### src/hdl/scratchpad_memory_commands_defines.svh
// Constants of the scratchpad memory command layer
`ifndef SCRATCHPAD_MEMORY_COMMANDS_DEFINES_SVH
`define SCRATCHPAD_MEMORY_COMMANDS_DEFINES_SVH

// Command codes
`define CMD_WRITE_SP      8'h0F
`define CMD_READ_SP       8'hAA
`define CMD_COPY_SP       8'h55
`define CMD_READ_MEM      8'hF0

// Address space and fill values
`define ADDR_LAST         16'h0A3F
`define FILL_BYTE         8'hFF
`define OFFSET_LAST       5'h1F

// Block protection codes
`define PROT_WRITE        8'h55
`define PROT_OTP          8'hAA

// CRC16 x16+x15+x2+1, reversed for LSB first
`define CRC_POLY_REV      16'hA001
`define CRC_RESET         16'h0000

// Flag reset values
`define PF_RESET          1'b1
`define AA_RESET          1'b0
`define BS_RESET          1'b0
`define OD_RESET          1'b0

// Timing
`define CLK_MHZ           250
`define PROG_INTERVAL_US  10000

`endif

### src/hdl/scratchpad_memory_commands_pkg.sv
// Types shared by the scratchpad memory command layer
package scratchpad_memory_commands_pkg;

    typedef enum logic [3:0] {
        ST_IDLE, ST_CMD, ST_WS_ADDR, ST_WS_DATA, ST_WS_FETCH, ST_WS_CRC,
        ST_RS_TX, ST_CP_AUTH, ST_CP_RD, ST_CP_WR, ST_CP_PROG, ST_CP_DONE,
        ST_RM_ADDR, ST_RM_TX, ST_RM_FETCH, ST_ONES
    } cmd_state_t;

    // Bit-level events from the link layer
    typedef struct packed {
        logic reset_pulse;
        logic std_reset;
        logic od_set;
        logic cmd_start;
        logic wr_valid;
        logic wr_bit;
        logic rd_slot;
    } link_in_t;

    // Answer to a read slot
    typedef struct packed {
        logic rd_valid;
        logic rd_bit;
    } link_out_t;

    // Byte request to the nonvolatile memory
    typedef struct packed {
        logic        req;
        logic        we;
        logic [15:0] addr;
        logic [7:0]  wdata;
    } mem_req_t;

    // Transfer status
    typedef struct packed {
        logic       aa;
        logic       pf;
        logic       bs;
        logic       od;
        logic [4:0] end_off;
    } status_t;

endpackage

### src/hdl/scratchpad_memory_commands.sv
// Memory function command layer: scratchpad write/read, copy, read memory
`timescale 1ns/1ps
`include "scratchpad_memory_commands_defines.svh"

// Summary of operation
// - Store data from T offset; E tracks last byte
// - Incomplete last byte dropped, partial flag set
// - Address cut short sets partial flag
// - Full address clears partial and bad-sequence flags
// - CRC16 over command, raw address, data bytes
// - At offset 1Fh, read slots return inverted CRC
// - Write-protected target loads memory contents
// - OTP page loads AND of data and memory
// - Upper four address bits forced to zero
// - Read sends address, status, then scratchpad data
// - Then inverted CRC, afterwards all ones
// - Copy only on match, valid, clean flags
// - Copy start through ending offset to memory
// - After copy, answer alternating zero and one
// - Read memory streams to 0A3Fh, then FFh
// - Read memory sets bad-sequence flag
// - Standard speed unless overdrive explicitly set
// - Status byte is AA, 0, PF, offset
// - Scratchpad data write clears authorization flag
// - 55h write-protects, AAh is OTP mode
module scratchpad_memory_commands #(
    parameter int PROG_INTERVAL_US = `PROG_INTERVAL_US
) (
    input  wire logic                                  core_clk,
    input  wire logic                                  rst,
    input  wire scratchpad_memory_commands_pkg::link_in_t  link_in,
    output scratchpad_memory_commands_pkg::link_out_t      link_out,
    output scratchpad_memory_commands_pkg::mem_req_t       mem_out,
    input  wire logic                                  mem_ack,
    input  wire logic [7:0]                            mem_rdata,
    output logic [3:0]                                 prot_block,
    input  wire logic [7:0]                            prot_code,
    input  wire logic                                  copy_protect,
    output scratchpad_memory_commands_pkg::status_t        status
);
    import scratchpad_memory_commands_pkg::*;

    localparam int PROG_CYCLES = PROG_INTERVAL_US * `CLK_MHZ;

    if (PROG_INTERVAL_US < 1) begin : g_bad_prog
        $error("program interval below 1 us");
    end

    typedef struct packed {
        cmd_state_t  state;
        logic [23:0] rx;
        logic [4:0]  rx_cnt;
        logic [7:0]  tx;
        logic [3:0]  tx_left;
        logic        crc_tx;
        logic        rd_pend;
        logic [7:0]  ta_lo;
        logic [7:0]  ta_hi;
        logic [4:0]  ptr;
        logic [2:0]  idx;
        logic [7:0]  pend;
        logic [15:0] rm_addr;
        logic [31:0] prog_cnt;
        logic        alt;
        logic        abort;
        logic [3:0]  prot_block;
        status_t     st;
        link_out_t   lo;
        mem_req_t    mem;
    } core_t;

    core_t       c_q;
    core_t       c_d;
    logic        crc_clr;
    logic        crc_en;
    logic        crc_bit;
    logic [15:0] crc;
    logic        sp_we;
    logic [7:0]  sp_wdata;
    logic [7:0]  sp_rdata;
    logic [23:0] rx_new;
    logic        commit;
    logic [7:0]  commit_byte;
    logic [7:0]  es_byte;
    logic        prot_any;

    crc16_serial u_crc (
        .core_clk (core_clk),
        .rst      (rst),
        .clear    (crc_clr),
        .shift_en (crc_en),
        .bit_in   (crc_bit),
        .crc      (crc)
    );

    scratchpad_store #(
        .DEPTH (32),
        .WIDTH (8)
    ) u_sp (
        .core_clk (core_clk),
        .rst      (rst),
        .wr_en    (sp_we),
        .wr_idx   (c_q.ptr),
        .wr_data  (sp_wdata),
        .rd_idx   (c_d.ptr),
        .rd_data  (sp_rdata)
    );

    // Command sequencer; all state advances in one place
    always_comb begin
        c_d         = c_q;
        crc_clr     = 1'b0;
        crc_en      = 1'b0;
        crc_bit     = 1'b0;
        commit      = 1'b0;
        commit_byte = 8'h00;
        sp_we       = 1'b0;
        sp_wdata    = 8'h00;
        rx_new      = {link_in.wr_bit, c_q.rx[23:1]};
        es_byte     = {c_q.st.aa, 1'b0, c_q.st.pf, c_q.st.end_off};
        prot_any    = (prot_code == `PROT_WRITE) || (prot_code == `PROT_OTP);
        c_d.lo.rd_valid = 1'b0;
        if (link_in.rd_slot) begin
            c_d.rd_pend = 1'b1;
        end
        // Speed flag: set only by overdrive
        if (link_in.od_set) begin
            c_d.st.od = 1'b1;
        end else if (link_in.std_reset) begin
            c_d.st.od = 1'b0;
        end
        // Serialiser: one bit per pending read slot, LSB first
        if (c_q.rd_pend && c_q.tx_left != 4'd0) begin
            c_d.lo.rd_valid = 1'b1;
            c_d.lo.rd_bit   = c_q.tx[0];
            c_d.tx          = {1'b1, c_q.tx[7:1]};
            c_d.tx_left     = c_q.tx_left - 4'd1;
            c_d.rd_pend     = link_in.rd_slot;
            crc_en          = c_q.crc_tx;
            crc_bit         = c_q.tx[0];
        end
        // Deserialiser
        if (link_in.wr_valid) begin
            c_d.rx     = rx_new;
            c_d.rx_cnt = c_q.rx_cnt + 5'd1;
        end
        // Command and write-scratchpad bits feed the CRC
        if (link_in.wr_valid &&
            c_q.state inside {ST_CMD, ST_WS_ADDR, ST_WS_DATA, ST_WS_FETCH}) begin
            crc_en  = 1'b1;
            crc_bit = link_in.wr_bit;
        end
        // Receive states, the programming wait and ST_ONES answer read slots with an idle one
        if (c_q.rd_pend && c_q.state inside {ST_CMD, ST_WS_ADDR, ST_WS_DATA, ST_CP_AUTH,
                                             ST_RM_ADDR, ST_CP_PROG, ST_ONES}) begin
            c_d.lo.rd_valid = 1'b1;
            c_d.lo.rd_bit   = 1'b1;
            c_d.rd_pend     = link_in.rd_slot;
        end
        unique case (c_q.state)
            ST_IDLE: begin
                c_d.rd_pend = 1'b0;
                if (link_in.cmd_start) begin
                    c_d.state   = ST_CMD;
                    c_d.rx_cnt  = 5'd0;
                    c_d.tx_left = 4'd0;
                    c_d.crc_tx  = 1'b0;
                    c_d.abort   = 1'b0;
                    crc_clr     = 1'b1;
                end
            end
            ST_CMD: begin
                if (link_in.wr_valid && c_q.rx_cnt == 5'd7) begin
                    c_d.rx_cnt = 5'd0;
                    c_d.idx    = 3'd0;
                    // Only read scratchpad folds sent bits into the CRC
                    c_d.crc_tx = (rx_new[23:16] == `CMD_READ_SP);
                    c_d.ptr    = c_q.ta_lo[4:0];
                    unique case (rx_new[23:16])
                        `CMD_WRITE_SP: c_d.state = ST_WS_ADDR;
                        `CMD_READ_SP:  c_d.state = ST_RS_TX;
                        `CMD_COPY_SP:  c_d.state = ST_CP_AUTH;
                        `CMD_READ_MEM: begin
                            c_d.state = ST_RM_ADDR;
                            c_d.st.bs = 1'b1;
                        end
                        default:       c_d.state = ST_ONES;
                    endcase
                end
            end
            ST_WS_ADDR: begin
                if (link_in.wr_valid && c_q.rx_cnt == 5'd15) begin
                    c_d.ta_lo      = rx_new[15:8];
                    c_d.ta_hi      = {4'h0, rx_new[19:16]};
                    c_d.prot_block = rx_new[19:16];
                    c_d.ptr        = rx_new[12:8];
                    c_d.st.end_off = rx_new[12:8];
                    c_d.st.pf      = 1'b0;
                    c_d.st.bs      = 1'b0;
                    c_d.rx_cnt     = 5'd0;
                    c_d.state      = ST_WS_DATA;
                end
            end
            ST_WS_DATA: begin
                if (link_in.wr_valid && c_q.rx_cnt == 5'd7) begin
                    c_d.rx_cnt = 5'd0;
                    if (prot_any) begin
                        // Protected target: fetch stored byte first
                        c_d.pend      = rx_new[23:16];
                        c_d.mem.req   = 1'b1;
                        c_d.mem.we    = 1'b0;
                        c_d.mem.addr  = {c_q.ta_hi, c_q.ta_lo[7:5], c_q.ptr};
                        c_d.state     = ST_WS_FETCH;
                    end else begin
                        commit      = 1'b1;
                        commit_byte = rx_new[23:16];
                    end
                end
            end
            ST_WS_FETCH: begin
                if (mem_ack) begin
                    c_d.mem.req = 1'b0;
                    commit      = 1'b1;
                    if (prot_code == `PROT_WRITE) begin
                        commit_byte = mem_rdata;
                    end else begin
                        commit_byte = c_q.pend & mem_rdata;
                    end
                    if (c_q.abort) begin
                        c_d.state = ST_IDLE;
                    end
                end
            end
            ST_WS_CRC: begin
                if (c_q.rd_pend && c_q.tx_left == 4'd0) begin
                    c_d.idx = c_q.idx + 3'd1;
                    unique case (c_q.idx)
                        3'd0:    {c_d.tx, c_d.tx_left} = {~crc[7:0], 4'd8};
                        3'd1:    {c_d.tx, c_d.tx_left} = {~crc[15:8], 4'd8};
                        default: c_d.state = ST_ONES;
                    endcase
                end
            end
            ST_RS_TX: begin
                if (c_q.rd_pend && c_q.tx_left == 4'd0) begin
                    c_d.tx_left = 4'd8;
                    c_d.idx     = c_q.idx + 3'd1;
                    unique case (c_q.idx)
                        3'd0: c_d.tx = c_q.ta_lo;
                        3'd1: c_d.tx = c_q.ta_hi;
                        3'd2: c_d.tx = es_byte;
                        3'd3: begin
                            // Scratchpad read port already holds the byte at ptr
                            c_d.tx = sp_rdata;
                            if (c_q.ptr != `OFFSET_LAST) begin
                                c_d.idx = 3'd3;
                                c_d.ptr = c_q.ptr + 5'd1;
                            end
                        end
                        3'd4: begin
                            c_d.tx     = ~crc[7:0];
                            c_d.crc_tx = 1'b0;
                        end
                        3'd5: c_d.tx = ~crc[15:8];
                        default: begin
                            c_d.tx_left = 4'd0;
                            c_d.state   = ST_ONES;
                        end
                    endcase
                end
            end
            ST_CP_AUTH: begin
                if (link_in.wr_valid && c_q.rx_cnt == 5'd23) begin
                    // Refusal leaves the authorization flag untouched
                    if (rx_new == {es_byte, c_q.ta_hi, c_q.ta_lo} &&
                        {c_q.ta_hi, c_q.ta_lo} <= `ADDR_LAST && !c_q.st.pf &&
                        !c_q.st.bs && !copy_protect) begin
                        c_d.st.aa = 1'b1;
                        c_d.ptr   = c_q.ta_lo[4:0];
                        c_d.state = ST_CP_RD;
                    end else begin
                        c_d.state = ST_ONES;
                    end
                end
            end
            ST_CP_RD: begin
                // Read port already shows the byte at ptr
                c_d.mem.req   = 1'b1;
                c_d.mem.we    = 1'b1;
                c_d.mem.addr  = {c_q.ta_hi, c_q.ta_lo[7:5], c_q.ptr};
                c_d.mem.wdata = sp_rdata;
                c_d.state     = ST_CP_WR;
            end
            ST_CP_WR: begin
                if (mem_ack) begin
                    c_d.mem.req = 1'b0;
                    if (c_q.ptr == c_q.st.end_off) begin
                        c_d.prog_cnt = 32'd0;
                        c_d.state    = ST_CP_PROG;
                    end else begin
                        c_d.ptr   = c_q.ptr + 5'd1;
                        c_d.state = ST_CP_RD;
                    end
                end
            end
            ST_CP_PROG: begin
                // Line is expected idle here; the copy cannot be cut short
                c_d.prog_cnt = c_q.prog_cnt + 32'd1;
                if (c_q.prog_cnt == 32'(PROG_CYCLES - 1)) begin
                    c_d.alt   = 1'b0;
                    c_d.state = c_q.abort ? ST_IDLE : ST_CP_DONE;
                end
            end
            ST_CP_DONE: begin
                if (c_q.rd_pend) begin
                    c_d.lo.rd_valid = 1'b1;
                    c_d.lo.rd_bit   = c_q.alt;
                    c_d.alt         = ~c_q.alt;
                    c_d.rd_pend     = link_in.rd_slot;
                end
            end
            ST_RM_ADDR: begin
                if (link_in.wr_valid && c_q.rx_cnt == 5'd15) begin
                    c_d.rm_addr = {4'h0, rx_new[19:16], rx_new[15:8]};
                    c_d.crc_tx  = 1'b0;
                    c_d.state   = ST_RM_TX;
                end
            end
            ST_RM_TX: begin
                if (c_q.rd_pend && c_q.tx_left == 4'd0) begin
                    if (c_q.rm_addr > `ADDR_LAST) begin
                        c_d.tx      = `FILL_BYTE;
                        c_d.tx_left = 4'd8;
                    end else begin
                        c_d.mem.req  = 1'b1;
                        c_d.mem.we   = 1'b0;
                        c_d.mem.addr = c_q.rm_addr;
                        c_d.state    = ST_RM_FETCH;
                    end
                end
            end
            ST_RM_FETCH: begin
                if (mem_ack) begin
                    c_d.mem.req = 1'b0;
                    c_d.tx      = mem_rdata;
                    c_d.tx_left = 4'd8;
                    c_d.rm_addr = c_q.rm_addr + 16'd1;
                    c_d.state   = c_q.abort ? ST_IDLE : ST_RM_TX;
                end
            end
            ST_ONES: begin
            end
        endcase
        // Full byte lands in the scratchpad; offset 1Fh ends intake
        if (commit) begin
            sp_we          = 1'b1;
            sp_wdata       = commit_byte;
            c_d.st.end_off = c_q.ptr;
            c_d.st.aa      = 1'b0;
            if (c_q.ptr == `OFFSET_LAST) begin
                c_d.idx   = 3'd0;
                c_d.state = (c_q.state == ST_WS_FETCH && c_q.abort) ? ST_IDLE : ST_WS_CRC;
            end else begin
                c_d.ptr   = c_q.ptr + 5'd1;
                c_d.state = (c_q.state == ST_WS_FETCH && c_q.abort) ? ST_IDLE : ST_WS_DATA;
            end
        end
        // Reset pulse: memory fetches and the whole copy with its programming wait finish first, others stop at once
        if (link_in.reset_pulse && c_q.state != ST_IDLE) begin
            if (c_q.state == ST_WS_ADDR) begin
                c_d.st.pf = 1'b1;
            end
            if (c_q.state == ST_WS_DATA && c_q.rx_cnt != 5'd0) begin
                c_d.st.pf = 1'b1;
            end
            c_d.rd_pend = 1'b0;
            c_d.tx_left = 4'd0;
            if (c_q.state inside {ST_WS_FETCH, ST_CP_RD, ST_CP_WR, ST_CP_PROG, ST_RM_FETCH}) begin
                c_d.abort = 1'b1;
            end else begin
                c_d.state = ST_IDLE;
            end
        end
    end

    // Single state register; flags start as after power loss
    always_ff @(posedge core_clk) begin
        if (rst) begin
            c_q       <= '0;
            c_q.st.pf <= `PF_RESET;
            c_q.st.aa <= `AA_RESET;
            c_q.st.bs <= `BS_RESET;
            c_q.st.od <= `OD_RESET;
        end else begin
            c_q <= c_d;
        end
    end

    assign link_out   = c_q.lo;
    assign mem_out    = c_q.mem;
    assign prot_block = c_q.prot_block;
    assign status     = c_q.st;
endmodule

### src/hdl/crc16_serial.sv
// Bit-serial CRC16 generator, LSB first
`timescale 1ns/1ps
`include "scratchpad_memory_commands_defines.svh"
module crc16_serial (
    input  wire logic        core_clk,
    input  wire logic        rst,
    input  wire logic        clear,
    input  wire logic        shift_en,
    input  wire logic        bit_in,
    output logic [15:0]      crc
);
    typedef struct packed {
        logic [15:0] crc;
    } crc_state_t;

    crc_state_t s_q;
    crc_state_t s_d;
    logic       fb;

    // Clear wins over a shift in the same cycle
    always_comb begin
        s_d = s_q;
        fb  = bit_in ^ s_q.crc[0];
        if (clear) begin
            s_d.crc = `CRC_RESET;
        end else if (shift_en) begin
            s_d.crc = {1'b0, s_q.crc[15:1]} ^ (fb ? `CRC_POLY_REV : 16'h0000);
        end
    end

    always_ff @(posedge core_clk) begin
        if (rst) begin
            s_q.crc <= `CRC_RESET;
        end else begin
            s_q <= s_d;
        end
    end

    assign crc = s_q.crc;
endmodule

### src/hdl/scratchpad_store.sv
// Scratchpad storage in flip-flops with a registered read port
`timescale 1ns/1ps
module scratchpad_store #(
    parameter int DEPTH = 32,
    parameter int WIDTH = 8
) (
    input  wire logic                     core_clk,
    input  wire logic                     rst,
    input  wire logic                     wr_en,
    input  wire logic [$clog2(DEPTH)-1:0] wr_idx,
    input  wire logic [WIDTH-1:0]         wr_data,
    input  wire logic [$clog2(DEPTH)-1:0] rd_idx,
    output logic [WIDTH-1:0]              rd_data
);
    typedef struct packed {
        logic [DEPTH-1:0][WIDTH-1:0] mem;
        logic [WIDTH-1:0]            rd;
    } sp_state_t;

    sp_state_t                   s_q;
    sp_state_t                   s_d;
    logic [DEPTH-1:0][WIDTH-1:0] mem_nxt;

    // Index width must cover the depth exactly
    if (DEPTH < 2 || (1 << $clog2(DEPTH)) != DEPTH) begin : g_bad_depth
        $error("depth not a power of two");
    end

    // One write decoder per entry
    for (genvar i = 0; i < DEPTH; i++) begin : g_entry
        assign mem_nxt[i] = (wr_en && wr_idx == i) ? wr_data : s_q.mem[i];
    end

    // Read returns the entry selected one cycle earlier
    always_comb begin
        s_d     = s_q;
        s_d.mem = mem_nxt;
        s_d.rd  = s_q.mem[rd_idx];
    end

    always_ff @(posedge core_clk) begin
        if (rst) begin
            s_q <= '0;
        end else begin
            s_q <= s_d;
        end
    end

    assign rd_data = s_q.rd;
endmodule

### config.mk
export PLATFORM = sky130hd
export DESIGN_NAME = scratchpad_memory_commands
export DESIGN_NICKNAME = d
export VERILOG_FILES = /design/src/hdl/scratchpad_memory_commands_pkg.sv /design/src/hdl/scratchpad_memory_commands.sv /design/src/hdl/crc16_serial.sv /design/src/hdl/scratchpad_store.sv
export VERILOG_INCLUDE_DIRS = /design/src /design/src/hdl
export SDC_FILE = /design/constraint.sdc
export NUM_CORES = 1
export LEC_CHECK = 0
export BUFFER_PORTS_ARGS = -buffer_cell sky130_fd_sc_hd__buf_2
export CAP_MARGIN = 10
export CORE_UTILIZATION = 56
export CTS_CLUSTER_SIZE = 16
export DETAILED_ROUTE_END_ITERATION = 8
export MAX_ROUTING_LAYER = met4
export PLACE_DENSITY_LB_ADDON = 0.1
export SETUP_SLACK_MARGIN = 0.3
export SLEW_MARGIN = 20
export SYNTH_ARGS = -nofsm -noshare
export SYNTH_HDL_FRONTEND = slang
export SYNTH_SLANG_ARGS = --single-unit
### constraint.sdc
create_clock -name core_clk -period 5.4 [get_ports core_clk]
set_clock_uncertainty 0.05 [all_clocks]
set_input_delay 0.27 -clock core_clk [delete_from_list [all_inputs] [get_ports core_clk]]
set_output_delay 0.27 -clock core_clk [all_outputs]
set_load 0.05 [all_outputs]
Word-level counts from Yosys, hierarchy flattened
Index checks and enable logic that the tools add are counted.
Widths: inputs -> output; s select.
Cells by class
  add/sub/neg operators: 6
  magnitude comparators: 3
  eq/ne operators: 81
  mux-type cells: 128
  bitwise logic cells: 6
  reductions and logical operators: 88
Operator list (number)
  $mux 4: 24
  $mux 8: 11
  $eq 5x5->1 const B: 17
  $mux 18: 4
  $mux 5: 14
  $mux 32: 2
  $pmux 32 s2: 1
  $mux 12: 5
  $pmux 4 s14: 1
  $pmux 17 s3: 1
  $mux 16: 3
  $pmux 8 s6: 1
  $logic_and 1x1->1: 46
  $eq 5x4->1 const B: 9
  $bmux 8 s5: 1
  $add 32x1->32 const B: 1
  $eq 32x22->1 const B: 1
  $eq 4x4->1 const B: 8
  $mux 1: 32
  $pmux 16 s2: 1
  $pmux 8 s4: 1
  $eq 5x3->1 const B: 5
  $pmux 5 s5: 1
  $eq 24x24->1: 1
  other kinds (56): 121
Word-level totals
  register bits: 442
  output and inout port bits: 41
  logic and storage cells: 373

Logic depth before layout (Yosys ltp)
Gate-level depths: netlist of run 1.
  word-level depth: 12
  mapped depth: 17
  mapped depth without buffers: 15

Modules after synthesis
Synthesis of run 1 repeated with hierarchy kept, for this count alone.
Unflattened totals
  cells, all modules: 2536
  area total of the unflattened synthesis: 21635.8 um^2
Modules (own cells, without submodules)
  scratchpad_store: instances 1, cells an instance 1276, area an instance 11733.8 um^2, sequential area each 5285.1 um^2
  scratchpad_memory_commands: instances 1, cells an instance 1200, area an instance 9296.4 um^2, sequential area each 3223.1 um^2
  crc16_serial: instances 1, cells an instance 60, area an instance 605.6 um^2, sequential area each 320.3 um^2

Worst setup path before layout of run 1
Ideal clock, no wire load.
  path kind: register to register
  from: register c_q[103] (netlist bit)
  to: register u_sp.s_q (netlist bit u_sp.rd_data[5])
  arrival: 3185 ps
  path slack: 2086 ps
  stages on the path, launching flop included: 16
  clock period less this slack: 3314 ps
  path through: dfxtp_1 ha_1 nand3_1 inv_1 ha_1 nor4b_1 a32oi_2 o221a_2 o21ai_1 a31o_2 a21oi_2 clkbuf_1 a21oi_1 a22o_1 o22a_1 o211ai_1
On the way
  longest elaborated chain between the ends: 9
Ends and longest elaborated chain
  start: declaration: line scratchpad_memory_commands.sv:72  | core_t c_q;
  $add 5x1->5 / $ne 5x5->1 (equally long branches)
  $mux 8: line scratchpad_memory_commands.sv:255  | if (c_q.ptr != `OFFSET_LAST) begin
  $mux 8: line scratchpad_memory_commands.sv:248  | unique case (c_q.idx)
  $mux 8: line scratchpad_memory_commands.sv:245  | if (c_q.rd_pend && c_q.tx_left == 4'd0) begin
  $pmux 5 s5: line scratchpad_memory_commands.sv:160  | unique case (c_q.state)
  $mux 5: line scratchpad_memory_commands.sv:360  | if (c_q.ptr == `OFFSET_LAST) begin
  $mux 8 *: line scratchpad_memory_commands.sv:355  | if (commit) begin
  $bmux 8 s5 *: line scratchpad_store.sv:38  | s_d.rd = s_q.mem[rd_idx];
  $mux 8 (implied by the code) *: line scratchpad_store.sv:38
  end signal: assignment: line scratchpad_store.sv:43  | s_q <= '0;
  end signal: assignment: line scratchpad_store.sv:45  | s_q <= s_d;
  end: declaration: line scratchpad_store.sv:20  | sp_state_t s_q;
Mark *: on every way between the ends. The rest lies on a longest branch, timed or not. The select of a mux whose other input is x is not followed.
A chain may end at the register's enable or synchronous reset.

Final worst setup path of run 1
  from: register c_q[102] (netlist bit)
  to: register u_sp.s_q (netlist bit u_sp.rd_data[2])
The elaborated chain is that of the path after synthesis.

==> summary.md, run 1 <==
| Metric | Value |
|---|---|
| Clk_lat worst skew | 0.58 ns |
| Fin. max-slew vios | 0 |
| Peak Freq | 217 MHz |
| Max Buffers Root-to-Sink | 3 |
| Switching power | 1.51 mW |
| GRT Util Overall | 34.2% |
| Sequential area share after synthesis | 42.6% |
| Placer congestion estimate | 0.945 |
| Worst-margin pin slew | roughly 1.2 ns |
| EDFF count, synth | 0 |
| Synthesis warning total | 0 |
| HPWL Detailed | approximately 42 mm |
| Yosys top cell by area | dfxtp_1 |
| Synth top area share | about 43% |
| Inserted Diodes | 0 |
| Initial antenna violation count | 0 |
| DR iter-0 viols | ~1,800 |
| Post-DRT Antenna Nets | 0 |
| Power per cell area | roughly 300 nW/um^2 |
| Initial cell density of the core | 56.8% |
| Fin crit period | 4.62 ns |
| Vias/cell | 6.24 |
| RSZ-0062 raised after global routing | false |
| Crit path DAT | 5.00 ns |
| H-tree depth | 2 |
| Clock sink total | ~440 |
| Total power | ~7 mW |
| Rel. slew slack | 21.2% |
| Post-synthesis async set-or-reset flop share | 0% |
| Setup total negative slack | 0 ns |
| Part of the power in registers | 47.1% |
| Worst setup path category | reg -> reg |
| GR Overflow Total | 0 |
| Fin crit share | 85.5% |
| Routed vias | 18,332 |
| # setup viols final | 0 |
| Vias in the first global route | ~17,000 |
| Floorplan die height | approximately 190 um |
| Site Rows | 70 |
| Min Hold Slack | approximately 0.065 ns |
| Leak | approximately 7.6 nW |
| Worst Setup Start Kind | flip-flop |
| Most common cell after layout, fill and taps aside | nor2_1 |
| Seq cells post-synth | ~440 |
| Sw Share | approximately 22% |
| Pin count of the biggest net entering global routing | 176 |
| CP endpoint kind | flip-flop |
| Port Buffers | between 60 and 70 |
| Global-route wire length before repair | a little under 100 mm |
| Placed Area | between 20,000 and 25,000 um^2 |
| Post-synth cell types | 84 |
| Post-Syn Nets | roughly 2,500 |
| Combinational share of power | around 3.0% |
| Layout overhead on the synthesized area | 10.1% |
| Max FO, Critical Path | 40 |
| Synth Area per Inst | approximately 8.3 um^2 |
| Top cells by area, synth | dfxtp_1, a211oi_1, nor2_1, mux2i_1, nand2_1 |
| Layout cell share with drive strength beyond 1 | 9.76% |
| Worst vdd ir | roughly 0.27 mV |
| Drt first pass iters | 5 |
| Worst EP required | around 5.8 ns |
| Design area | 22,800 um^2 |
| Int Pwr | roughly 5.4 mW |
| Syn Inst Count | ~2,500 |
| Max cap viols | 0 |
| Reg clk slew, reported paths | around 0.060 ns |
| Chip width | 194 um |
| Clock share of power | approximately half |
| Most frequent cells in the layout | nor2_1, dfxtp_1, a211oi_1 |
| DR DRC count | 0 |
| # nets final | approximately 2,500 |
| Routed length per placed instance | 21.4 um |
| Min-Delay Path Class | in -> reg |
| Routed wire length | 62.8 mm |
| Most used DFF post-synth | dfxtp_1 |
| Core Region | between 30,000 and 40,000 um^2 |
| Outcome | completed |
| Post-Synthesis Cell Area | approximately 21,000 um^2 |
| Final Hold Viols | 0 |
| CTS tree | built |
| IO Pins | a little under 70 |
| CTS Buf Count | 46 |
| Die area | 37,800 um^2 |
| Clk root buf | clkbuf_16 |
[repair_timing]
action / CTS / global route
resized for setup: 0 / 1
hold buffers: 4 / 0
setup buffers: 0 / 0
hold endpoints to repair: 4 / 0
endpoints found under the setup margin: 0 / 5
[state kept, by name, summed over array words and instances (netlist names), named ones only]
signal,count
c_q,124
mem_out,26
status,8
u_sp.rd_data,8
link_out,2
u_crc.crc,16
u_sp.s_q,256
[through the flow]
stage          utilization [%]  instances  setup WS, ns
2_1_floorplan                -       2501          2.09
3_3_place_gp              57.5       2844         0.734
3_5_place_dp              57.7       2847         0.621
4_1_cts                   62.4       2935         0.580
5_1_grt                   62.5       2937         0.509
6_report                  62.5       2937         0.783
[path summary, 6_finish.rpt]
path | startpoint | endpoint | slack (ns) | depth (start not counted)
worst min-delay path | link_in[1] | c_q[98] | 0.06 | 3
worst min register to register | mem_out[3] | mem_out[3] | 0.40 | 2
worst max-delay path | c_q[102] | u_sp.rd_data[2] | 0.78 | 16
worst max register to register | c_q[102] | u_sp.rd_data[2] | 0.78 | 16
[cells by family after synthesis]
kind of cell	synth area share, %
fa+ha+maj	1.15
compound gates	22.8
simple gates	19.8
xor+xnor	2.66
buf+inv	5.74
flops	42.6
mux	5.31
[cell usage after synthesis, drive strengths merged (18+ instances only)]
master    n
and3     25
nand3    32
mux2i   109
xor2     36
o22ai    30
nand2   269
a31oi    19
nor3     35
nor2    467
ha       19
a21oi   133
a22o     18
xnor2    27
buf      94
inv      22
o21ai    59
clkbuf  137
a211oi  280
dfxtp   441
[worst max-delay path, stage by stage, from the launching register on]
cell and delay (ns):
dfxtp_1 0.55, ha_1 0.34, nand3_1 0.13, inv_1 0.11, ha_1 0.27, nor2b_1 0.09
a211o_1 0.34, and3_1 0.18, nand3_1 0.16, o21a_1 0.20, a31oi_4 0.17, nand2_4 0.49
buf_4 0.52, mux2i_1 0.28, o21ai_0 0.11, nor3_1 0.30, o211ai_1 0.14
[power groups by stage]
stage	logic [mW]	clock network (mW)	registers (mW)
after floorplan	0.145	0	3.33
after global placement	0.201	0	3.34
after detailed placement	0.201	0	3.34
after CTS	0.204	3.49	3.27
after global routing	0.222	3.62	3.27
final	0.209	3.46	3.27
[final cells by class]
type | count | area, um^2
Clock buffer | 67 | 1410
Clock inverter | 17 | 250
Fill cell | 3239 | 13700
Inverter | 22 | 82.6
Multi-Input combinational cell | 1807 | 10900
Sequential cell | 441 | 8830
Tap cell | 468 | 586
Timing Repair Buffer | 115 | 812
[routing by layer]
layer	track usage [%]	vias up	wire length, um
li1	-	8772	-
met1	43.5	8690	26900
met2	54.4	703	29200
met3	4.60	167	4170
met4	14.7	0	2520
met5	-	-	0
Power figures use the tool's default switching activity.
==> run 2: changes to the inputs <==
==> constraint.sdc (replaced) <==
create_clock -name core_clk -period 5.4 [get_ports core_clk]
set_clock_uncertainty 0.05 [all_clocks]
set_input_delay 0.54 -clock core_clk [delete_from_list [all_inputs] [get_ports core_clk]]
set_output_delay 0.54 -clock core_clk [all_outputs]
set_load 0.05 [all_outputs]
==> summary.md, run 2 (synthesized netlist as in run 1, its figures left out) <==
| Metric | Value |
|---|---|
| CTS Buf Count | 47 |
| Met1 Wirelength | approximately 27 mm |
| Fin. max-slew vios | 0 |
| DR WL met3 | roughly 4.7 mm |
| Vias/cell | roughly 6.3 |
| Setup slack, reg-to-reg | between 0.8 and 0.9 ns |
| Combinational share of power | slightly below 3% |
| DR iter-0 viols | 1,941 |
| Peak Freq | 219 MHz |
| Clock sink total | about 440 |
| Area occupied by registers | approximately 9000 um^2 |
| HPWL Detailed | between 40 and 50 mm |
| Fin crit share | around 85% |
| Depth of the worst hold-timing path | 3 |
| Clk root buf | clkbuf_16 |
| Worst reg2reg path startpoint | c_q[101] |
| Placer congestion estimate | 0.965 |
| Top routing layer in use | met4 |
| Clock share of power | roughly 50% |
| Worst setup path category | reg -> reg |
| DR WL met2 | ~29 mm |
| Die area | between 30,000 and 40,000 um^2 |
| Final Hold Viols | 0 |
| Vias in the first global route | roughly 17,000 |
| Worst vdd ir | approximately 0.25 mV |
| Reg clk slew, reported paths | roughly 0.060 ns |
| Worst-margin pin slew | roughly 1.1 ns |
| Routed vias | 18,433 |
| Int Pwr | between 5 and 6 mW |
| Crit path DAT | about 5 ns |
| Max FO, Critical Path | 21 |
| Fin crit period | roughly 4.6 ns |
| # nets final | 2,465 |
| GRT Util Overall | about a third |
| WHS Endpoint | status[5] |
| Chip width | ~190 um |
| CP endpoint kind | flip-flop |
| Outcome | completed |
| GR Overflow Total | 0 |
| Hold buffers post-CTS | 0 |
| Area of the multi-input gates | ~11,000 um^2 |
| H-tree depth | 2 |
| Leak | about 7.5 nW |
| Min-Delay Path Class | in -> reg |
| Initial cell density of the core | a little under three fifths |
| Worst EP required | 5.88 ns |
| Power per cell area | 306 nW/um^2 |
| Routed length per placed instance | approximately 22 um |
| Max Buffers Root-to-Sink | 3 |
| Clk_lat worst skew | about 0.6 ns |
| Layout overhead on the synthesized area | 9.38% |
| Site Rows | 70 |
| Sw Share | between 20 and 25% |
| RR Endpoint | u_sp.rd_data[1] |
| Part of the power in registers | 47.1% |
| Port Buffers | 67 |
| Reg2reg path depth | 13 |
| Routed wire length | ~64 mm |
| Core Region | around 37,000 um^2 |
| Pin count of the biggest net entering global routing | 111 |
| Post-CTS Setup Bufs | 0 |
| Global-route wire length before repair | approximately 100 mm |
| Total power | roughly 6.9 mW |
| Post-CTS sizing | 0 |
| # setup viols final | 0 |
| Floorplan die height | 194 um |
| Max reg flops | around 260 |
| Most frequent cells in the layout | nor2_1, dfxtp_1, a211oi_1 |
| Fillers | around 3,200 |
| Layout cell share with drive strength beyond 1 | a little under a tenth |
| CTS tree | built |
| Most common cell after layout, fill and taps aside | nor2_1 |
| Post-DRT Antenna Nets | 0 |
| Initial antenna violation count | 0 |
| RSZ-0062 raised after global routing | false |
| Worst Setup Start Kind | flip-flop |
| DR DRC count | 0 |
| Max cap viols | 0 |
| Setup total negative slack | 0 ns |
| Rel. slew slack | 23.3% |
| Drt first pass iters | 6 |
| Switching power | between 1.5 and 2 mW |
| Hold Crit Start | link_in[4] |
| Top reg by flops | u_sp.s_q |
| IO Pins | just under 70 |
| Min Hold Slack | roughly 0.11 ns |
-- run 2: power by group through the flow --
stage	Clock [mW]	Combinational, mW	Sequential (mW)
after global placement	0	0.192	3.34
after floorplan	0	0.145	3.33
after global routing	3.65	0.211	3.27
final	3.48	0.199	3.27
after CTS	3.51	0.194	3.27
after detailed placement	0	0.193	3.34
-- run 2: final cells by class --
type                            count  area share, %
Sequential cell                   441           38.9
Clock buffer                       63           5.98
Tap cell                          468           2.58
Inverter                           22          0.364
Antenna cell                        1         0.0110
Multi-Input combinational cell   1807           47.9
Clock inverter                     24           1.47
Timing Repair Buffer              100           2.81
-- run 2: routing by layer --
layer	global-route usage [%]	vias up
met5	-	-
met2	52.4	788
li1	-	8753
met4	16.3	0
met1	44.5	8723
met3	5.36	169
-- run 2: worst max-delay path, cell delays in order, from the launching register on --
cell      delay [ns]
dfxtp_1         0.76
inv_1           0.24
ha_1            0.42
nor2b_1         0.21
a211o_1         0.33
and3_1          0.19
nand3_1         0.16
o21ai_0         0.15
nor2_1          0.22
a21o_1          0.75
o21ai_1         0.49
a21oi_1         0.25
o311ai_1        0.14
o211ai_1        0.15
-- run 2: metrics by stage --
stage,cells,setup WS [ns],utilization [%],instance area (um^2)
finish,2926,0.827,62.1,22700
global route,2925,0.588,62.1,22700
CTS,2924,0.899,62.0,22600
detailed placement,2837,0.925,57.4,20900
global placement,2837,1.02,57.4,20900
floorplan,2501,2.09,-,20700
-- run 2: how the worst max path moves through the flow --
stage	cells past startpoint	slack (ns)	from	end
2_1_floorplan	15	2.09	c_q[103]	u_sp.rd_data[5]
3_3_place_gp	14	1.02	c_q[101]	u_sp.rd_data[7]
3_5_place_dp	14	0.93	c_q[101]	u_sp.rd_data[7]
4_1_cts	14	0.90	c_q[101]	u_sp.rd_data[7]
5_1_grt	13	0.59	c_q[101]	u_sp.rd_data[4]
6_report	13	0.83	c_q[101]	u_sp.rd_data[1]
